**config.mk**
```make
export PLATFORM = sky130hd
export DESIGN_NAME = pcfm_meter
export DESIGN_NICKNAME = d
export VERILOG_FILES = /design/src/pcfm_pkg.sv /design/src/pcfm_meter.sv
export SDC_FILE = /design/constraint.sdc
export NUM_CORES = 1
export LEC_CHECK = 0
export CAP_MARGIN = 20
export CORE_MARGIN = 3
export CORE_UTILIZATION = 35
export CTS_CLUSTER_DIAMETER = 50
export CTS_CLUSTER_SIZE = 20
export DETAILED_ROUTE_END_ITERATION = 8
export DONT_BUFFER_PORTS = 1
export SYNTH_ARGS = -nofsm -noshare
export SYNTH_HDL_FRONTEND = slang
export SYNTH_SLANG_ARGS = --single-unit
```
**constraint.sdc**
```tcl
create_clock -name clock -period 5.73 [get_ports clock]
set_input_delay 0 -clock clock [delete_from_list [all_inputs] [get_ports clock]]
set_output_delay 0 -clock clock [all_outputs]
set_load 0.02 [all_outputs]
```
**src/pcfm_pkg.sv**
```systemverilog
// Purpose: Shared constants and types for the port clock frequency meter
// Assumes: Byte-wide configuration access, one clock domain
// Notes: Offsets are configuration-space byte addresses
package pcfm_pkg;

  // Configuration-space byte offsets
  localparam logic [7:0] TIMER_CONTROL_OFS = 8'h61;
  localparam logic [7:0] EDGE_COUNT_LO_OFS = 8'h62;
  localparam logic [7:0] EDGE_COUNT_HI_OFS = 8'h63;

  // Field positions inside timer_control
  localparam int CTRL_ENABLE_BIT = 0;
  localparam int CTRL_SOURCE_BIT = 1;
  localparam int CTRL_SOURCE_HI_BIT = 2;
  localparam int CTRL_STOP_BIT = 3;
  localparam int CTRL_PERIOD_LSB = 4;
  localparam int CTRL_PERIOD_MSB = 5;

  // Reset values
  localparam logic [1:0] PERIOD_RESET = 2'h0;
  localparam logic [7:0] READ_IDLE = 8'h00;

  // Period code 0 gives this many reference high phases; each code step doubles it
  localparam logic [7:0] BASE_WINDOWS = 8'h10;
  localparam logic [7:0] WINDOW_STEP = 8'h01;
  localparam int WINDOW_WIDTH = 8;

  // Source select encodings
  localparam logic SOURCE_PRIMARY = 1'b0;
  localparam logic SOURCE_SECONDARY = 1'b1;

  // Pin synchroniser lanes
  localparam int PIN_COUNT = 3;
  localparam int PIN_TIMEBASE = 0;
  localparam int PIN_PRIMARY = 1;
  localparam int PIN_SECONDARY = 2;

  typedef struct packed {
    logic wr;
    logic rd;
    logic [7:0] addr;
    logic [7:0] wdata;
  } pcfm_cfg_req_t;

  typedef struct packed {
    logic valid;
    logic [7:0] rdata;
  } pcfm_cfg_rsp_t;

  typedef enum logic [1:0] {
    ST_IDLE,
    ST_ARM,
    ST_COUNT,
    ST_DONE
  } pcfm_state_t;

endpackage : pcfm_pkg

```
**src/pcfm_meter.sv**
```systemverilog
// Purpose: Port clock frequency meter, counts measured-clock edges inside reference high phases
// Assumes: All three clock pins are slow enough to be oversampled by the 100 MHz system clock
// Notes:
`timescale 1ns/10ps
`default_nettype none

module pcfm_meter #(
  parameter int COUNT_WIDTH = 16
) (
  input wire logic clock,
  input wire logic nrst,
  input wire pcfm_pkg::pcfm_cfg_req_t cfgReq,
  output pcfm_pkg::pcfm_cfg_rsp_t cfgRsp,
  input wire logic timebaseClockIn,
  input wire logic primaryPortClock,
  input wire logic secondaryPortClock,
  output logic runActive
);

  logic [pcfm_pkg::PIN_COUNT-1:0] pinRaw;
  logic [pcfm_pkg::PIN_COUNT-1:0] pinMeta_reg;
  logic [pcfm_pkg::PIN_COUNT-1:0] pinSync_reg;
  logic [pcfm_pkg::PIN_COUNT-1:0] pinPrev_reg;

  logic enable_reg;
  logic sourceSel_reg;
  logic [1:0] period_reg;
  logic stop_reg;
  pcfm_pkg::pcfm_state_t state_reg;
  pcfm_pkg::pcfm_state_t state_next;
  logic [pcfm_pkg::WINDOW_WIDTH-1:0] windowCnt_reg;
  logic [COUNT_WIDTH-1:0] edgeCount_reg;
  logic rspValid_reg;
  logic [7:0] rspData_reg;
  logic runActive_reg;

  logic ctrlWrite;
  logic startRun;
  logic abortRun;
  logic refLevel;
  logic refFall;
  logic measRise;
  logic lastWindow;
  logic countSat;
  logic [pcfm_pkg::WINDOW_WIDTH-1:0] windowLast;
  logic [7:0] controlView;
  logic [7:0] readValue;

  assign pinRaw[pcfm_pkg::PIN_TIMEBASE] = timebaseClockIn;
  assign pinRaw[pcfm_pkg::PIN_PRIMARY] = primaryPortClock;
  assign pinRaw[pcfm_pkg::PIN_SECONDARY] = secondaryPortClock;

  // Clock pins are sampled, not used as clocks: a single clock domain keeps the
  // count and registers trivially coherent, at the cost of an upper frequency limit.
  genvar gi;
  generate
    for (gi = 0; gi < pcfm_pkg::PIN_COUNT; gi++)
    begin : g_pinSync
      always_ff @(posedge clock or negedge nrst)
      begin
        if (!nrst)
        begin
          pinMeta_reg[gi] <= 1'b0;
          pinSync_reg[gi] <= 1'b0;
          pinPrev_reg[gi] <= 1'b0;
        end
        else
        begin
          pinMeta_reg[gi] <= pinRaw[gi];
          pinSync_reg[gi] <= pinMeta_reg[gi];
          pinPrev_reg[gi] <= pinSync_reg[gi];
        end
      end
    end
  endgenerate

  // Windows come only from the dedicated reference pin
  assign refLevel = pinSync_reg[pcfm_pkg::PIN_TIMEBASE];
  assign refFall = pinPrev_reg[pcfm_pkg::PIN_TIMEBASE] & ~pinSync_reg[pcfm_pkg::PIN_TIMEBASE];

  always_comb
  begin
    if (sourceSel_reg == pcfm_pkg::SOURCE_SECONDARY)
    begin
      measRise = pinSync_reg[pcfm_pkg::PIN_SECONDARY] & ~pinPrev_reg[pcfm_pkg::PIN_SECONDARY];
    end
    else
    begin
      measRise = pinSync_reg[pcfm_pkg::PIN_PRIMARY] & ~pinPrev_reg[pcfm_pkg::PIN_PRIMARY];
    end
  end

  // 16 << code gives 16, 32, 64 or 128 windows
  assign windowLast = (pcfm_pkg::BASE_WINDOWS << period_reg) - pcfm_pkg::WINDOW_STEP;
  assign lastWindow = (windowCnt_reg == windowLast);
  assign countSat = &edgeCount_reg;

  assign ctrlWrite = cfgReq.wr && (cfgReq.addr == pcfm_pkg::TIMER_CONTROL_OFS);
  // Only a 0-to-1 change of enable starts a run
  assign startRun = ctrlWrite && cfgReq.wdata[pcfm_pkg::CTRL_ENABLE_BIT] && !enable_reg;
  assign abortRun = ctrlWrite && !cfgReq.wdata[pcfm_pkg::CTRL_ENABLE_BIT];

  // Control register fields written by software
  always_ff @(posedge clock or negedge nrst)
  begin
    if (!nrst)
    begin
      enable_reg <= 1'b0;
      sourceSel_reg <= pcfm_pkg::SOURCE_PRIMARY;
      period_reg <= pcfm_pkg::PERIOD_RESET;
    end
    else if (ctrlWrite)
    begin
      // Enable holds whatever software wrote; completion never clears it
      enable_reg <= cfgReq.wdata[pcfm_pkg::CTRL_ENABLE_BIT];
      sourceSel_reg <= cfgReq.wdata[pcfm_pkg::CTRL_SOURCE_BIT];
      period_reg <= cfgReq.wdata[pcfm_pkg::CTRL_PERIOD_MSB:pcfm_pkg::CTRL_PERIOD_LSB];
    end
  end

  // Run sequencer
  always_comb
  begin
    state_next = state_reg;
    if (abortRun)
    begin
      state_next = pcfm_pkg::ST_IDLE;
    end
    else if (startRun)
    begin
      state_next = pcfm_pkg::ST_ARM;
    end
    else
    begin
      unique case (state_reg)
        pcfm_pkg::ST_IDLE:
        begin
          state_next = pcfm_pkg::ST_IDLE;
        end
        pcfm_pkg::ST_ARM:
        begin
          // Wait for reference low so the first window is a whole high phase
          if (!refLevel)
          begin
            state_next = pcfm_pkg::ST_COUNT;
          end
        end
        pcfm_pkg::ST_COUNT:
        begin
          if (refFall && lastWindow)
          begin
            state_next = pcfm_pkg::ST_DONE;
          end
        end
        pcfm_pkg::ST_DONE:
        begin
          state_next = pcfm_pkg::ST_DONE;
        end
      endcase
    end
  end

  always_ff @(posedge clock or negedge nrst)
  begin
    if (!nrst)
    begin
      state_reg <= pcfm_pkg::ST_IDLE;
    end
    else
    begin
      state_reg <= state_next;
    end
  end

  // Completed window count, advanced on each reference falling edge in ST_COUNT until the last window
  always_ff @(posedge clock or negedge nrst)
  begin
    if (!nrst)
    begin
      windowCnt_reg <= '0;
    end
    else if (startRun)
    begin
      windowCnt_reg <= '0;
    end
    else if (state_reg == pcfm_pkg::ST_COUNT && refFall && !lastWindow)
    begin
      windowCnt_reg <= windowCnt_reg + pcfm_pkg::WINDOW_STEP;
    end
  end

  // Edge accumulator; saturates rather than wrapping so an overrange shows as all ones
  always_ff @(posedge clock or negedge nrst)
  begin
    if (!nrst)
    begin
      edgeCount_reg <= '0;
    end
    else if (startRun)
    begin
      edgeCount_reg <= '0;
    end
    else if (state_reg == pcfm_pkg::ST_COUNT && refLevel && measRise && !countSat)
    begin
      edgeCount_reg <= edgeCount_reg + COUNT_WIDTH'(1);
    end
  end

  // Stop flag: cleared by a new start, set when the last window closes
  // A start needs enable low, which forces idle, so start and set never meet
  always_ff @(posedge clock or negedge nrst)
  begin
    if (!nrst)
    begin
      stop_reg <= 1'b0;
    end
    else if (startRun)
    begin
      stop_reg <= 1'b0;
    end
    else if (state_reg == pcfm_pkg::ST_COUNT && refFall && lastWindow && !abortRun)
    begin
      stop_reg <= 1'b1;
    end
  end

  // Registered so the status pin carries no decode glitches
  always_ff @(posedge clock or negedge nrst)
  begin
    if (!nrst)
    begin
      runActive_reg <= 1'b0;
    end
    else
    begin
      runActive_reg <= (state_next == pcfm_pkg::ST_ARM) || (state_next == pcfm_pkg::ST_COUNT);
    end
  end

  assign runActive = runActive_reg;

  always_comb
  begin
    controlView = pcfm_pkg::READ_IDLE;
    controlView[pcfm_pkg::CTRL_ENABLE_BIT] = enable_reg;
    controlView[pcfm_pkg::CTRL_SOURCE_BIT] = sourceSel_reg;
    controlView[pcfm_pkg::CTRL_SOURCE_HI_BIT] = 1'b0;
    controlView[pcfm_pkg::CTRL_STOP_BIT] = stop_reg;
    controlView[pcfm_pkg::CTRL_PERIOD_MSB:pcfm_pkg::CTRL_PERIOD_LSB] = period_reg;
  end

  // Count bytes are not latched together; read them only once stop is set
  always_comb
  begin
    unique case (cfgReq.addr)
      pcfm_pkg::TIMER_CONTROL_OFS: readValue = controlView;
      pcfm_pkg::EDGE_COUNT_LO_OFS: readValue = edgeCount_reg[7:0];
      pcfm_pkg::EDGE_COUNT_HI_OFS: readValue = edgeCount_reg[COUNT_WIDTH-1:8];
      default: readValue = pcfm_pkg::READ_IDLE;
    endcase
  end

  // Read answer one cycle after the request
  always_ff @(posedge clock or negedge nrst)
  begin
    if (!nrst)
    begin
      rspValid_reg <= 1'b0;
      rspData_reg <= pcfm_pkg::READ_IDLE;
    end
    else
    begin
      rspValid_reg <= cfgReq.rd;
      if (cfgReq.rd)
      begin
        rspData_reg <= readValue;
      end
    end
  end

  assign cfgRsp.valid = rspValid_reg;
  assign cfgRsp.rdata = rspData_reg;

endmodule : pcfm_meter

`default_nettype wire

```
## Yosys cells after proc, flatten, opt, wreduce, memory -nomap -nowiden

Cells that the tools add are included.
W data, S select, Z words.

| cells by class | value |
|---|---|
| $add $sub $neg | 3 |
| eq/ne operators | 9 |
| shift operators | 1 |
| muxes and demuxes | 13 |
| bitwise gates (word level) | 6 |
| reduce and logical (&&, ||, !) cells | 23 |

Operators with widths:

| cell | number |
|---|---|
| $mux W16 | 2 |
| $eq A8 B7 Y1 const B | 3 |
| $pmux W8 S3 | 1 |
| $add A16 B1 Y16 const B | 1 |
| $mux W8 | 2 |
| $reduce_and A16 Y1 | 1 |
| $logic_and A1 B1 Y1 | 12 |
| $add A8 B1 Y8 const B | 1 |
| $eq A8 B8 Y1 | 1 |
| $mux W2 | 4 |
| $pmux W2 S4 | 1 |
| $shl A5 B2 Y8 const A | 1 |
| $sub A8 B1 Y8 const B | 1 |
| $eq A2 B2 Y1 const B | 3 |
| $reduce_bool A2 Y1 | 3 |
| $logic_not A1 Y1 | 5 |
| $eq A2 B1 Y1 const B | 2 |
| $and A1 B1 Y1 | 3 |
| $mux W1 | 3 |
| $not A1 Y1 | 3 |
| $logic_not A2 Y1 | 1 |
| $logic_or A1 B1 Y1 | 1 |

| word-level totals | value |
|---|---|
| bits in registers | 50 |
| input bits | 23 |
| output and inout port bits | 10 |

## Longest topological paths before layout

Gate-level depths: netlist (run 1).

| depth | value |
|---|---|
| depth after elaboration | 10 |
| mapped depth | 7 |
| mapped depth without buffers | 5 |

## Least setup slack after synthesis (run 1)

No wires, ideal clock.

| path | value |
|---|---|
| path type | register -> register |
| start point | register sourceSel_reg |
| end point | register edgeCount_reg[15] |
| data arrival time | 1873 ps |
| required time | 5610 ps |
| setup slack | 3737 ps |
| stages on the path, launching flop included | 5 |
| period minus slack after synthesis | 1993 ps |
| path through | dfrtp_1 -> or3b_4 -> a2111o_1 -> or4_1 -> o211a_1 |

| on the way | value |
|---|---|
| cells in the longest elaborated chain, start to end | 4 |

Ends and longest elaborated chain:

| item | line | RTL |
|---|---|---|
| start, declared | pcfm_meter.sv:26 | `logic sourceSel_reg;` |
| start signal, assigned | pcfm_meter.sv:109 | `sourceSel_reg <= pcfm_pkg::SOURCE_PRIMARY;` |
| start signal, assigned | pcfm_meter.sv:116 | `sourceSel_reg <= cfgReq.wdata[pcfm_pkg::CTRL_SOURCE_BIT];` |
| $mux W1 | pcfm_meter.sv:83 | `if (sourceSel_reg == pcfm_pkg::SOURCE_SECONDARY)` |
| $logic_and A1 B1 Y1 (2 in a row) | pcfm_meter.sv:203 | `else if (state_reg == pcfm_pkg::ST_COUNT && refLevel && measRise && !countSat)` |
| $reduce_bool A2 Y1 (no line) | - |  |
| end signal, assigned | pcfm_meter.sv:205 | `edgeCount_reg <= edgeCount_reg + COUNT_WIDTH'(1);` |
| end, declared | pcfm_meter.sv:32 | `logic [COUNT_WIDTH-1:0] edgeCount_reg;` |

Every way passes these cells.
A chain may end at the register's enable or synchronous reset.

## Final worst setup path (run 1)

Same ends and word-level chain as after synthesis.

==> reports/results.tsv, run 1 <==
metric	value	unit
status	finished clean	
slowest stage delay, CP	0.55	ns
crit path kind	flop to flop	
CTS buffer count	5	
CTS Sinks	50	
post-synthesis simple-gate area fraction	24.5	%
Max Fanout on Critical Path	7	
routed vias	2170	
gpl congestion	0.814	
clock latency on the worst-skew pair	0.31	ns
GRT Overall Usage	13.7	%
final hold vios	0	
Initial Util	36.8	%
met1 Use GR	19.4	%
period utilisation layout	37.8	%
routed len/inst	15.4	µm
die area	8880	µm²
pwr/cell area	239	nW/µm²
Crit. End Element	flop	
Max Fclk	462	MHz
Leakage	1.22	nW
adder-cell area share of the yosys netlist	0.919	%
Die H	94.2	µm
maximum root-to-sink buffer count	2	
Syn-to-layout area delta	11.7	%
largest net degree at the start of global routing	51	
initial antenna violation count	0	
Main synth FF type	dfrtp_1	
Worst Tran Pin Value	0.876	ns
switching component of the power	189	µW
Final ANT Viol Nets	0	
largest delay contributor family on the critical path	simple AND/OR/NAND/NOR gates	
largest family of logic cells by synthesized area	simple AND/OR/NAND/NOR gates	
H-tree depth	2	
total grt overflow	0	
syn_nets	305	
TNS Setup	0	ns
Mapped Cells	280	
Hold Crit Class	input port to flop	
sw frac	26.0	%
Avg Cell Area, Syn	9.73	µm²
Async SR Flop Fraction	100	%
Req. time, crit path	5.94	ns
Core Rows	31	
share of post-route cells with drive strength above 1	6.90	%
number of filler cells placed in the layout	718	
GR Layer Usage met3	2.48	%
Synth Register Bits	50	
final setup vio count	0	
Diodes inserted	0	
Startpoint Class	flop	
MaxCap Viol Count	0	
vias in the first global route	1974	
Sequential Power Share	55.1	%
cts repair resizes	0	
Slew Limit Fails	0	
CP max stage cell	a2111o_1	
mux cell area share after synthesis	6.61	%
Yosys Warn Count	0	
DRT iter0 DRCs	149	
RSZ-0062 raised after global routing	false	
Largest register FFs	16	
combinational power share	10.4	%
dpl hpwl	4.24	mm
IO Port Bufs	0	
Compound-Gate Fraction of Synth Area	17.8	%
min Tclk post-route	2.17	ns
Peak VDD IR	0.0947	mV
clock power share	34.5	%
met2 usage	20.7	%
worst r2r src	sourceSel_reg	
Pwr Total	727	µW
internal power	538	µW
Cell variety after synth	50	
busiest grt layer	met2	
root buf cell	clkbuf_8	
crit path from	sourceSel_reg	
I/O pin total	33	
Die W	94.2	µm
register area share after synthesis	45.9	%
WHS	0.0137	ns
Rel. slew slack	41.2	%
CP Cell Sequence	or3b_4, a2111o_1, or4_1, o211a_1	
DR vias/cell	5.58	
crit path DAT	2.38	ns
DR DRC count	0	
fin util	41.1	%
worst hold start	cfgReq[13]	
CTS tree	done	
final setup skew	0.0113	ns
XOR/XNOR Fraction of Synth Area	0.643	%
Clk pin slew, worst setup/hold paths	0.10	ns
Nets	314	
post-synthesis cell area	2720	µm²
CP bufs+invs	0	
Pre-antenna DRT Iters	4	
Post-Route WL	6.01	mm
Core ar.	7410	µm²
Post-synth EDFFs	0	
global-route wire length before repair	9.72	mm
## metrics by stage
step           area, µm²  cells  setup slack (ns)
4_1_cts             3040    389              3.56
5_1_grt             3040    389              3.39
3_5_place_dp        2790    369              3.57
2_1_floorplan       2720    280              3.74
3_3_place_gp        2790    369              3.59
6_report            3040    389              3.56
## final cells by class
cell class	instances	area (µm²)	area share [%]
multi-input cells	210	1380	45.2
flip-flops and latches	50	1250	41.1
repair buffers	13	145	4.77
well taps	99	124	4.07
clock buffers	5	68.8	2.26
clock inverters	3	43.8	1.44
inverters	9	33.8	1.11
## layer usage
layer / up-vias / routed length (µm) / part of all wire (%)
li1: 1070 / - / -
met1: 1045 / 2970 / 49
met2: 46 / 2670 / 44
met3: 9 / 274 / 4.6
met4: 0 / 102 / 1.7
met5: - / 0 / 0
## cells by family after synthesis
kind of cell               after synthesis
and+or+nand+nor                        120
AOI/OAI and AO/OA                       68
DFF                                     50
buffers and inverters                   20
muxes                                   18
xor gates and xnor gates                 2
adders and majority gates                2
## tightest hold or removal path, cell delays in order
cell	delay [ns]
nand2b_1	0.09
o41ai_1	0.09
nand2_1	0.07
a21oi_1	0.04
## synthesized netlist by cell type, drive strengths merged, types with 2 or more instances
library cell | instances | share of area (%)
xor2 | 2 | 0.64
nand4 | 5 | 1.1
ha | 2 | 0.92
dfrtp | 50 | 46
nor2b | 2 | 0.46
and4 | 4 | 1.3
nand3b | 8 | 2.2
buf | 4 | 1.0
o31ai | 6 | 1.7
nor2 | 9 | 1.2
nor3 | 6 | 1.3
a211oi | 12 | 3.3
mux2i | 18 | 6.6
nand2b | 15 | 3.4
o41ai | 2 | 0.64
nand2 | 39 | 5.4
inv | 9 | 1.2
nor4b | 2 | 0.87
o2bb2ai | 8 | 2.6
or4 | 4 | 1.1
o21ai | 9 | 1.7
nand3 | 12 | 2.2
a2111oi | 3 | 1.2
a2111o | 2 | 0.83
o22ai | 2 | 0.46
or3 | 2 | 0.46
a21oi | 12 | 2.2
and3 | 3 | 0.69
a31oi | 7 | 1.6
nor4 | 3 | 0.69
clkbuf | 7 | 1.3
## layout by cell type, fill, tap and decap left out, types with 4 or more instances in the layout
master | synthesis | final
nand2b_1 | 15 | 15
dfrtp_1 | 50 | 50
nand2_1 | 39 | 39
nand3_1 | 12 | 12
nor3_1 | 5 | 5
nor2_1 | 9 | 9
dlygate4sd3_1 | 0 | 11
or4_1 | 4 | 4
clkbuf_8 | 1 | 5
nand4_1 | 5 | 5
o21ai_0 | 9 | 9
a31oi_1 | 7 | 7
mux2i_1 | 18 | 18
inv_1 | 9 | 9
o2bb2ai_1 | 8 | 8
o31ai_1 | 6 | 6
a21oi_1 | 12 | 12
a211oi_1 | 12 | 12
nand3b_1 | 8 | 8
## power by group through the flow
stage	Clock (mW)	Sequential [mW]	Combinational [mW]
finish	0.251	0.401	0.0757
global route	0.278	0.405	0.0890
CTS	0.259	0.400	0.0772
detailed placement	0	0.407	0.0598
global placement	0	0.407	0.0584
floorplan	0	0.400	0.0530
## worst paths after layout
check / endpoint / slack (ns) / cells past startpoint
max: edgeCount_reg[15] / 3.56 / 4
min: state_reg[0] / 0.01 / 4
max reg2reg: edgeCount_reg[15] / 3.56 / 4
min reg2reg: pinSync_reg[1] / 0.35 / 0
max in group asynchronous: refLevel / 5.32 / 2
min in group asynchronous: edgeCount_reg[7] / 0.19 / 2
## what timing repair did
| action | in CTS | in global routing |
|---|---|---|
| endpoints found under the hold margin | 69 | 0 |
| setup buffers | 0 | 0 |
| hold buffers | 12 | 0 |
Power figures use the tool's default switching activity.
==> inputs of run 2 (changes only) <==
--- a/config.mk
+++ b/config.mk
@@ -5,6 +5,7 @@
 export SDC_FILE = /design/constraint.sdc
 export NUM_CORES = 1
 export LEC_CHECK = 0
+export ABC_AREA = 1
 export CAP_MARGIN = 20
 export CORE_MARGIN = 3
 export CORE_UTILIZATION = 35
==> constraint.sdc (replaced) <==
create_clock -name clock -period 2.2 [get_ports clock]
set_input_delay 0 -clock clock [delete_from_list [all_inputs] [get_ports clock]]
set_output_delay 0 -clock clock [all_outputs]
set_load 0.02 [all_outputs]
==> run 2 against run 1 <==
- total power grew to 2.5 times the previous value
- worst hold slack gained 0.0089 ns
- register-to-register slack got worse by 3.3 ns
- via count increased by 5.9%
- critical endpoint is now edgeCount_reg[3]
- highest routed layer unchanged
==> reports/results.tsv, run 2 <==
metric	value	unit	change
status	finished clean		unchanged
Hold Crit Class	input port to flop		unchanged
largest net degree at the start of global routing	51		unchanged
worst hold start	cfgReq[16]		was cfgReq[13]
Core ar.	7370	µm²	was 7410 µm²
register area share after synthesis	46.6	%	was 45.9%
dpl hpwl	4.20	mm	was 4.24 mm
H-tree depth	2		unchanged
multi-input logic area	1210	µm²	was 1380 µm²
Nets	385		was 314
total grt overflow	0		unchanged
gpl congestion	0.848		was 0.814
worst r2r src	edgeCount_reg[0]		was sourceSel_reg
Main synth FF type	dfrtp_1		unchanged
Yosys Warn Count	0		unchanged
Post-synth EDFFs	0		unchanged
most frequent cell after synthesis	nand2_1		was dfrtp_1
Non-Filler Instances	459		was 389
crit path from	edgeCount_reg[0]		was sourceSel_reg
vias in the first global route	2164		was 1,974
CTS buffer count	5		unchanged
postcts setup bufs	0		unchanged
CTS tree	done		unchanged
Diodes inserted	0		unchanged
IO Port Bufs	0		unchanged
Crit. End Element	flop		unchanged
Final ANT Viol Nets	0		unchanged
Cell variety after synth	30		was 50
share of post-route cells with drive strength above 1	6.94	%	was 6.90%
Synth top area share	46.6	%	was 45.9%
GRT Overall Usage	14.1	%	was 13.7%
Startpoint Class	flop		unchanged
Leakage	1.46	nW	was 1.22 nW
Rel. slew slack	70.3	%	was 41.2%
DRT iter0 DRCs	132		was 149
top post-synthesis cells by count	nand2_1 (95), dfrtp_1 (50), inv_1 (41)		was dfrtp_1 (50), nand2_1 (39), mux2i_1 (18)
clock latency on the worst-skew pair	0.30	ns	was 0.31 ns
DR vias/cell	5.00		was 5.58
I/O pin total	33		unchanged
period utilisation layout	85.9	%	was 37.8%
CTS Sinks	50		unchanged
most common cell after layout, fill and taps aside	nand2_1		was dfrtp_1
worst setup slack after placement	0.383	ns	was 3.57 ns
pwr/cell area	611	nW/µm²	was 239 nW/µm²
Core Rows	31		unchanged
most frequent cells in the layout	nand2_1 (95), dfrtp_1 (50), inv_1 (41), nand3_1 (33), nor2_1 (26)		was dfrtp_1 (50), nand2_1 (39), mux2i_1 (18), nand2b_1 (15)
Req. time, crit path	2.39	ns	was 5.94 ns
Pre-antenna DRT Iters	5		was 4
maximum root-to-sink buffer count	2		unchanged
Clk pin slew, worst setup/hold paths	0.09	ns	was 0.10 ns
MaxCap Viol Count	0		unchanged
dpl cells	438		was 369
Worst Tran Pin Value	0.442	ns	was 0.876 ns
final hold vios	0		unchanged
routed len/inst	13.0	µm	was 15.4 µm
Initial Util	36.5	%	was 36.8%
Slew Limit Fails	0		unchanged
die area	8770	µm²	was 8880 µm²
global-route wire length before repair	10.1	mm	was 9.72 mm
crit path DAT	2.08	ns	was 2.38 ns
cell area after placement	2770	µm²	was 2790 µm²
post-synthesis cell area	2690	µm²	was 2720 µm²
Syn-to-layout area delta	12.8	%	was 11.7%
Max Fclk	529	MHz	was 462 MHz
Async SR Flop Fraction	100	%	unchanged
Synth Register Bits	50		unchanged
fin area	3030	µm²	was 3040 µm²
final setup vio count	0		unchanged
DR DRC count	0		unchanged
Mapped Cells	345		was 280
root buf cell	clkbuf_8		unchanged
Die W	93.6	µm	was 94.2 µm
cts repair resizes	0		unchanged
register area	1250	µm²	unchanged
min Tclk post-route	1.89	ns	was 2.17 ns
Avg Cell Area, Syn	7.79	µm²	was 9.73 µm²
Post-Route WL	5.97	mm	was 6.01 mm
syn_nets	370		was 305
RSZ-0062 raised after global routing	false		unchanged
PnR worst setup slack	0.309	ns	was 3.56 ns
Max Fanout on Critical Path	16		was 7
initial antenna violation count	0		unchanged
Peak VDD IR	0.219	mV	was 0.0947 mV
Die H	93.6	µm	was 94.2 µm
TNS Setup	0	ns	unchanged
routed vias	2297		was 2,170
crit path kind	flop to flop		unchanged
final setup skew	0.00864	ns	was 0.0113 ns
Largest register FFs	16		unchanged
top cells by area, synth	dfrtp_1 (47%), nand2_1 (13%), nand3_1 (6.1%)		was dfrtp_1 (46%), mux2i_1 (6.6%), nand2_1 (5.4%)
largest area contributor in the netlist	dfrtp_1		unchanged
number of filler cells placed in the layout	723		was 718
[run 2: cell count changes in the layout (fill, tap and decap cells not counted), sizes merged, moves of 9 or more]
| cell | previous run | this run |
|---|---|---|
| mux2i | 18 | 0 |
| nand4 | 5 | 18 |
| nor3 | 6 | 15 |
| a211oi | 12 | 0 |
| nand2b | 15 | 0 |
| nand2 | 39 | 98 |
| nor2 | 9 | 29 |
| nand3 | 12 | 34 |
| o21ai | 9 | 21 |
| inv | 10 | 43 |
[run 2: kinds of logic after synthesis]
group,synth area share [%]
AOI/OAI and AO/OA,6.98
xor gates and xnor gates,2.28
muxes,0.838
DFF,46.6
and+or+nand+nor,34.1
buffers and inverters,8.33
adders and majority gates,0.931
[run 2: through the flow]
| step | hold WS (ns) | power [mW] | utilization [%] |
|---|---|---|---|
| 6_report | 0.0227 | 1.85 | 41.1 |
| 3_5_place_dp | -0.294 | 1.19 | 37.5 |
| 5_1_grt | 0.0410 | 1.95 | 41.1 |
| 2_1_floorplan | -0.296 | 1.15 | - |
| 4_1_cts | 0.0114 | 1.88 | 41.1 |
| 3_3_place_gp | -0.294 | 1.18 | 37.5 |
[run 2: timing repair]
action | 4_1_cts | 5_1_grt
endpoints found under the setup margin | 0 | 0
hold endpoints to repair | 66 | 0
hold buffers | 14 | 0
[run 2: final timing paths]
path / endpoint / cells after the start / slack [ns]
max: edgeCount_reg[3] / 9 / 0.31
min: rspData_reg[6] / 3 / 0.02
max reg2reg: edgeCount_reg[3] / 9 / 0.31
min reg2reg: refLevel / 0 / 0.36
max in group asynchronous: pinSync_reg[1] / 2 / 1.76
min in group asynchronous: edgeCount_reg[6] / 2 / 0.20
[run 2: metal layers]
metal / global-route usage [%] / vias to the layer above / share of wire, %
li1: - / 1158 / -
met3: 2.41 / 6 / 5.9
met1: 19.3 / 1073 / 48
met4: 3.61 / 0 / 0.99
met5: 0 / - / 0
met2: 23.2 / 60 / 45
[run 2: area by class of cell]
cell class / instances / share of cell area, %
Clock buffer: 5 / 2.27
Inverter: 43 / 5.41
Tap cell: 99 / 4.09
Clock inverter: 2 / 1.28
Sequential cell: 50 / 41.3
Multi-Input combinational cell: 244 / 40.0
Timing Repair Buffer: 16 / 5.70
[run 2: critical path, cell delays in order, from the launching register on]
cell and delay, ns:
dfrtp_1 0.45, ha_1 0.27, nand3_1 0.20, inv_1 0.17
nand4_1 0.14, nand2_2 0.13, buf_4 0.23, o21ai_0 0.10
inv_1 0.06, nor2_1 0.04
[run 2: report_power, final]
| part | switching [mW] | internal, mW | leakage (nW) | total, mW |
|---|---|---|---|---|
| sequential | 0.0531 | 0.974 | 0.645 | 1.03 |
| clock | 0.304 | 0.335 | 0.0542 | 0.638 |
| combinational | 0.112 | 0.0737 | 0.757 | 0.186 |
| total | 0.469 | 1.38 | 1.46 | 1.85 |
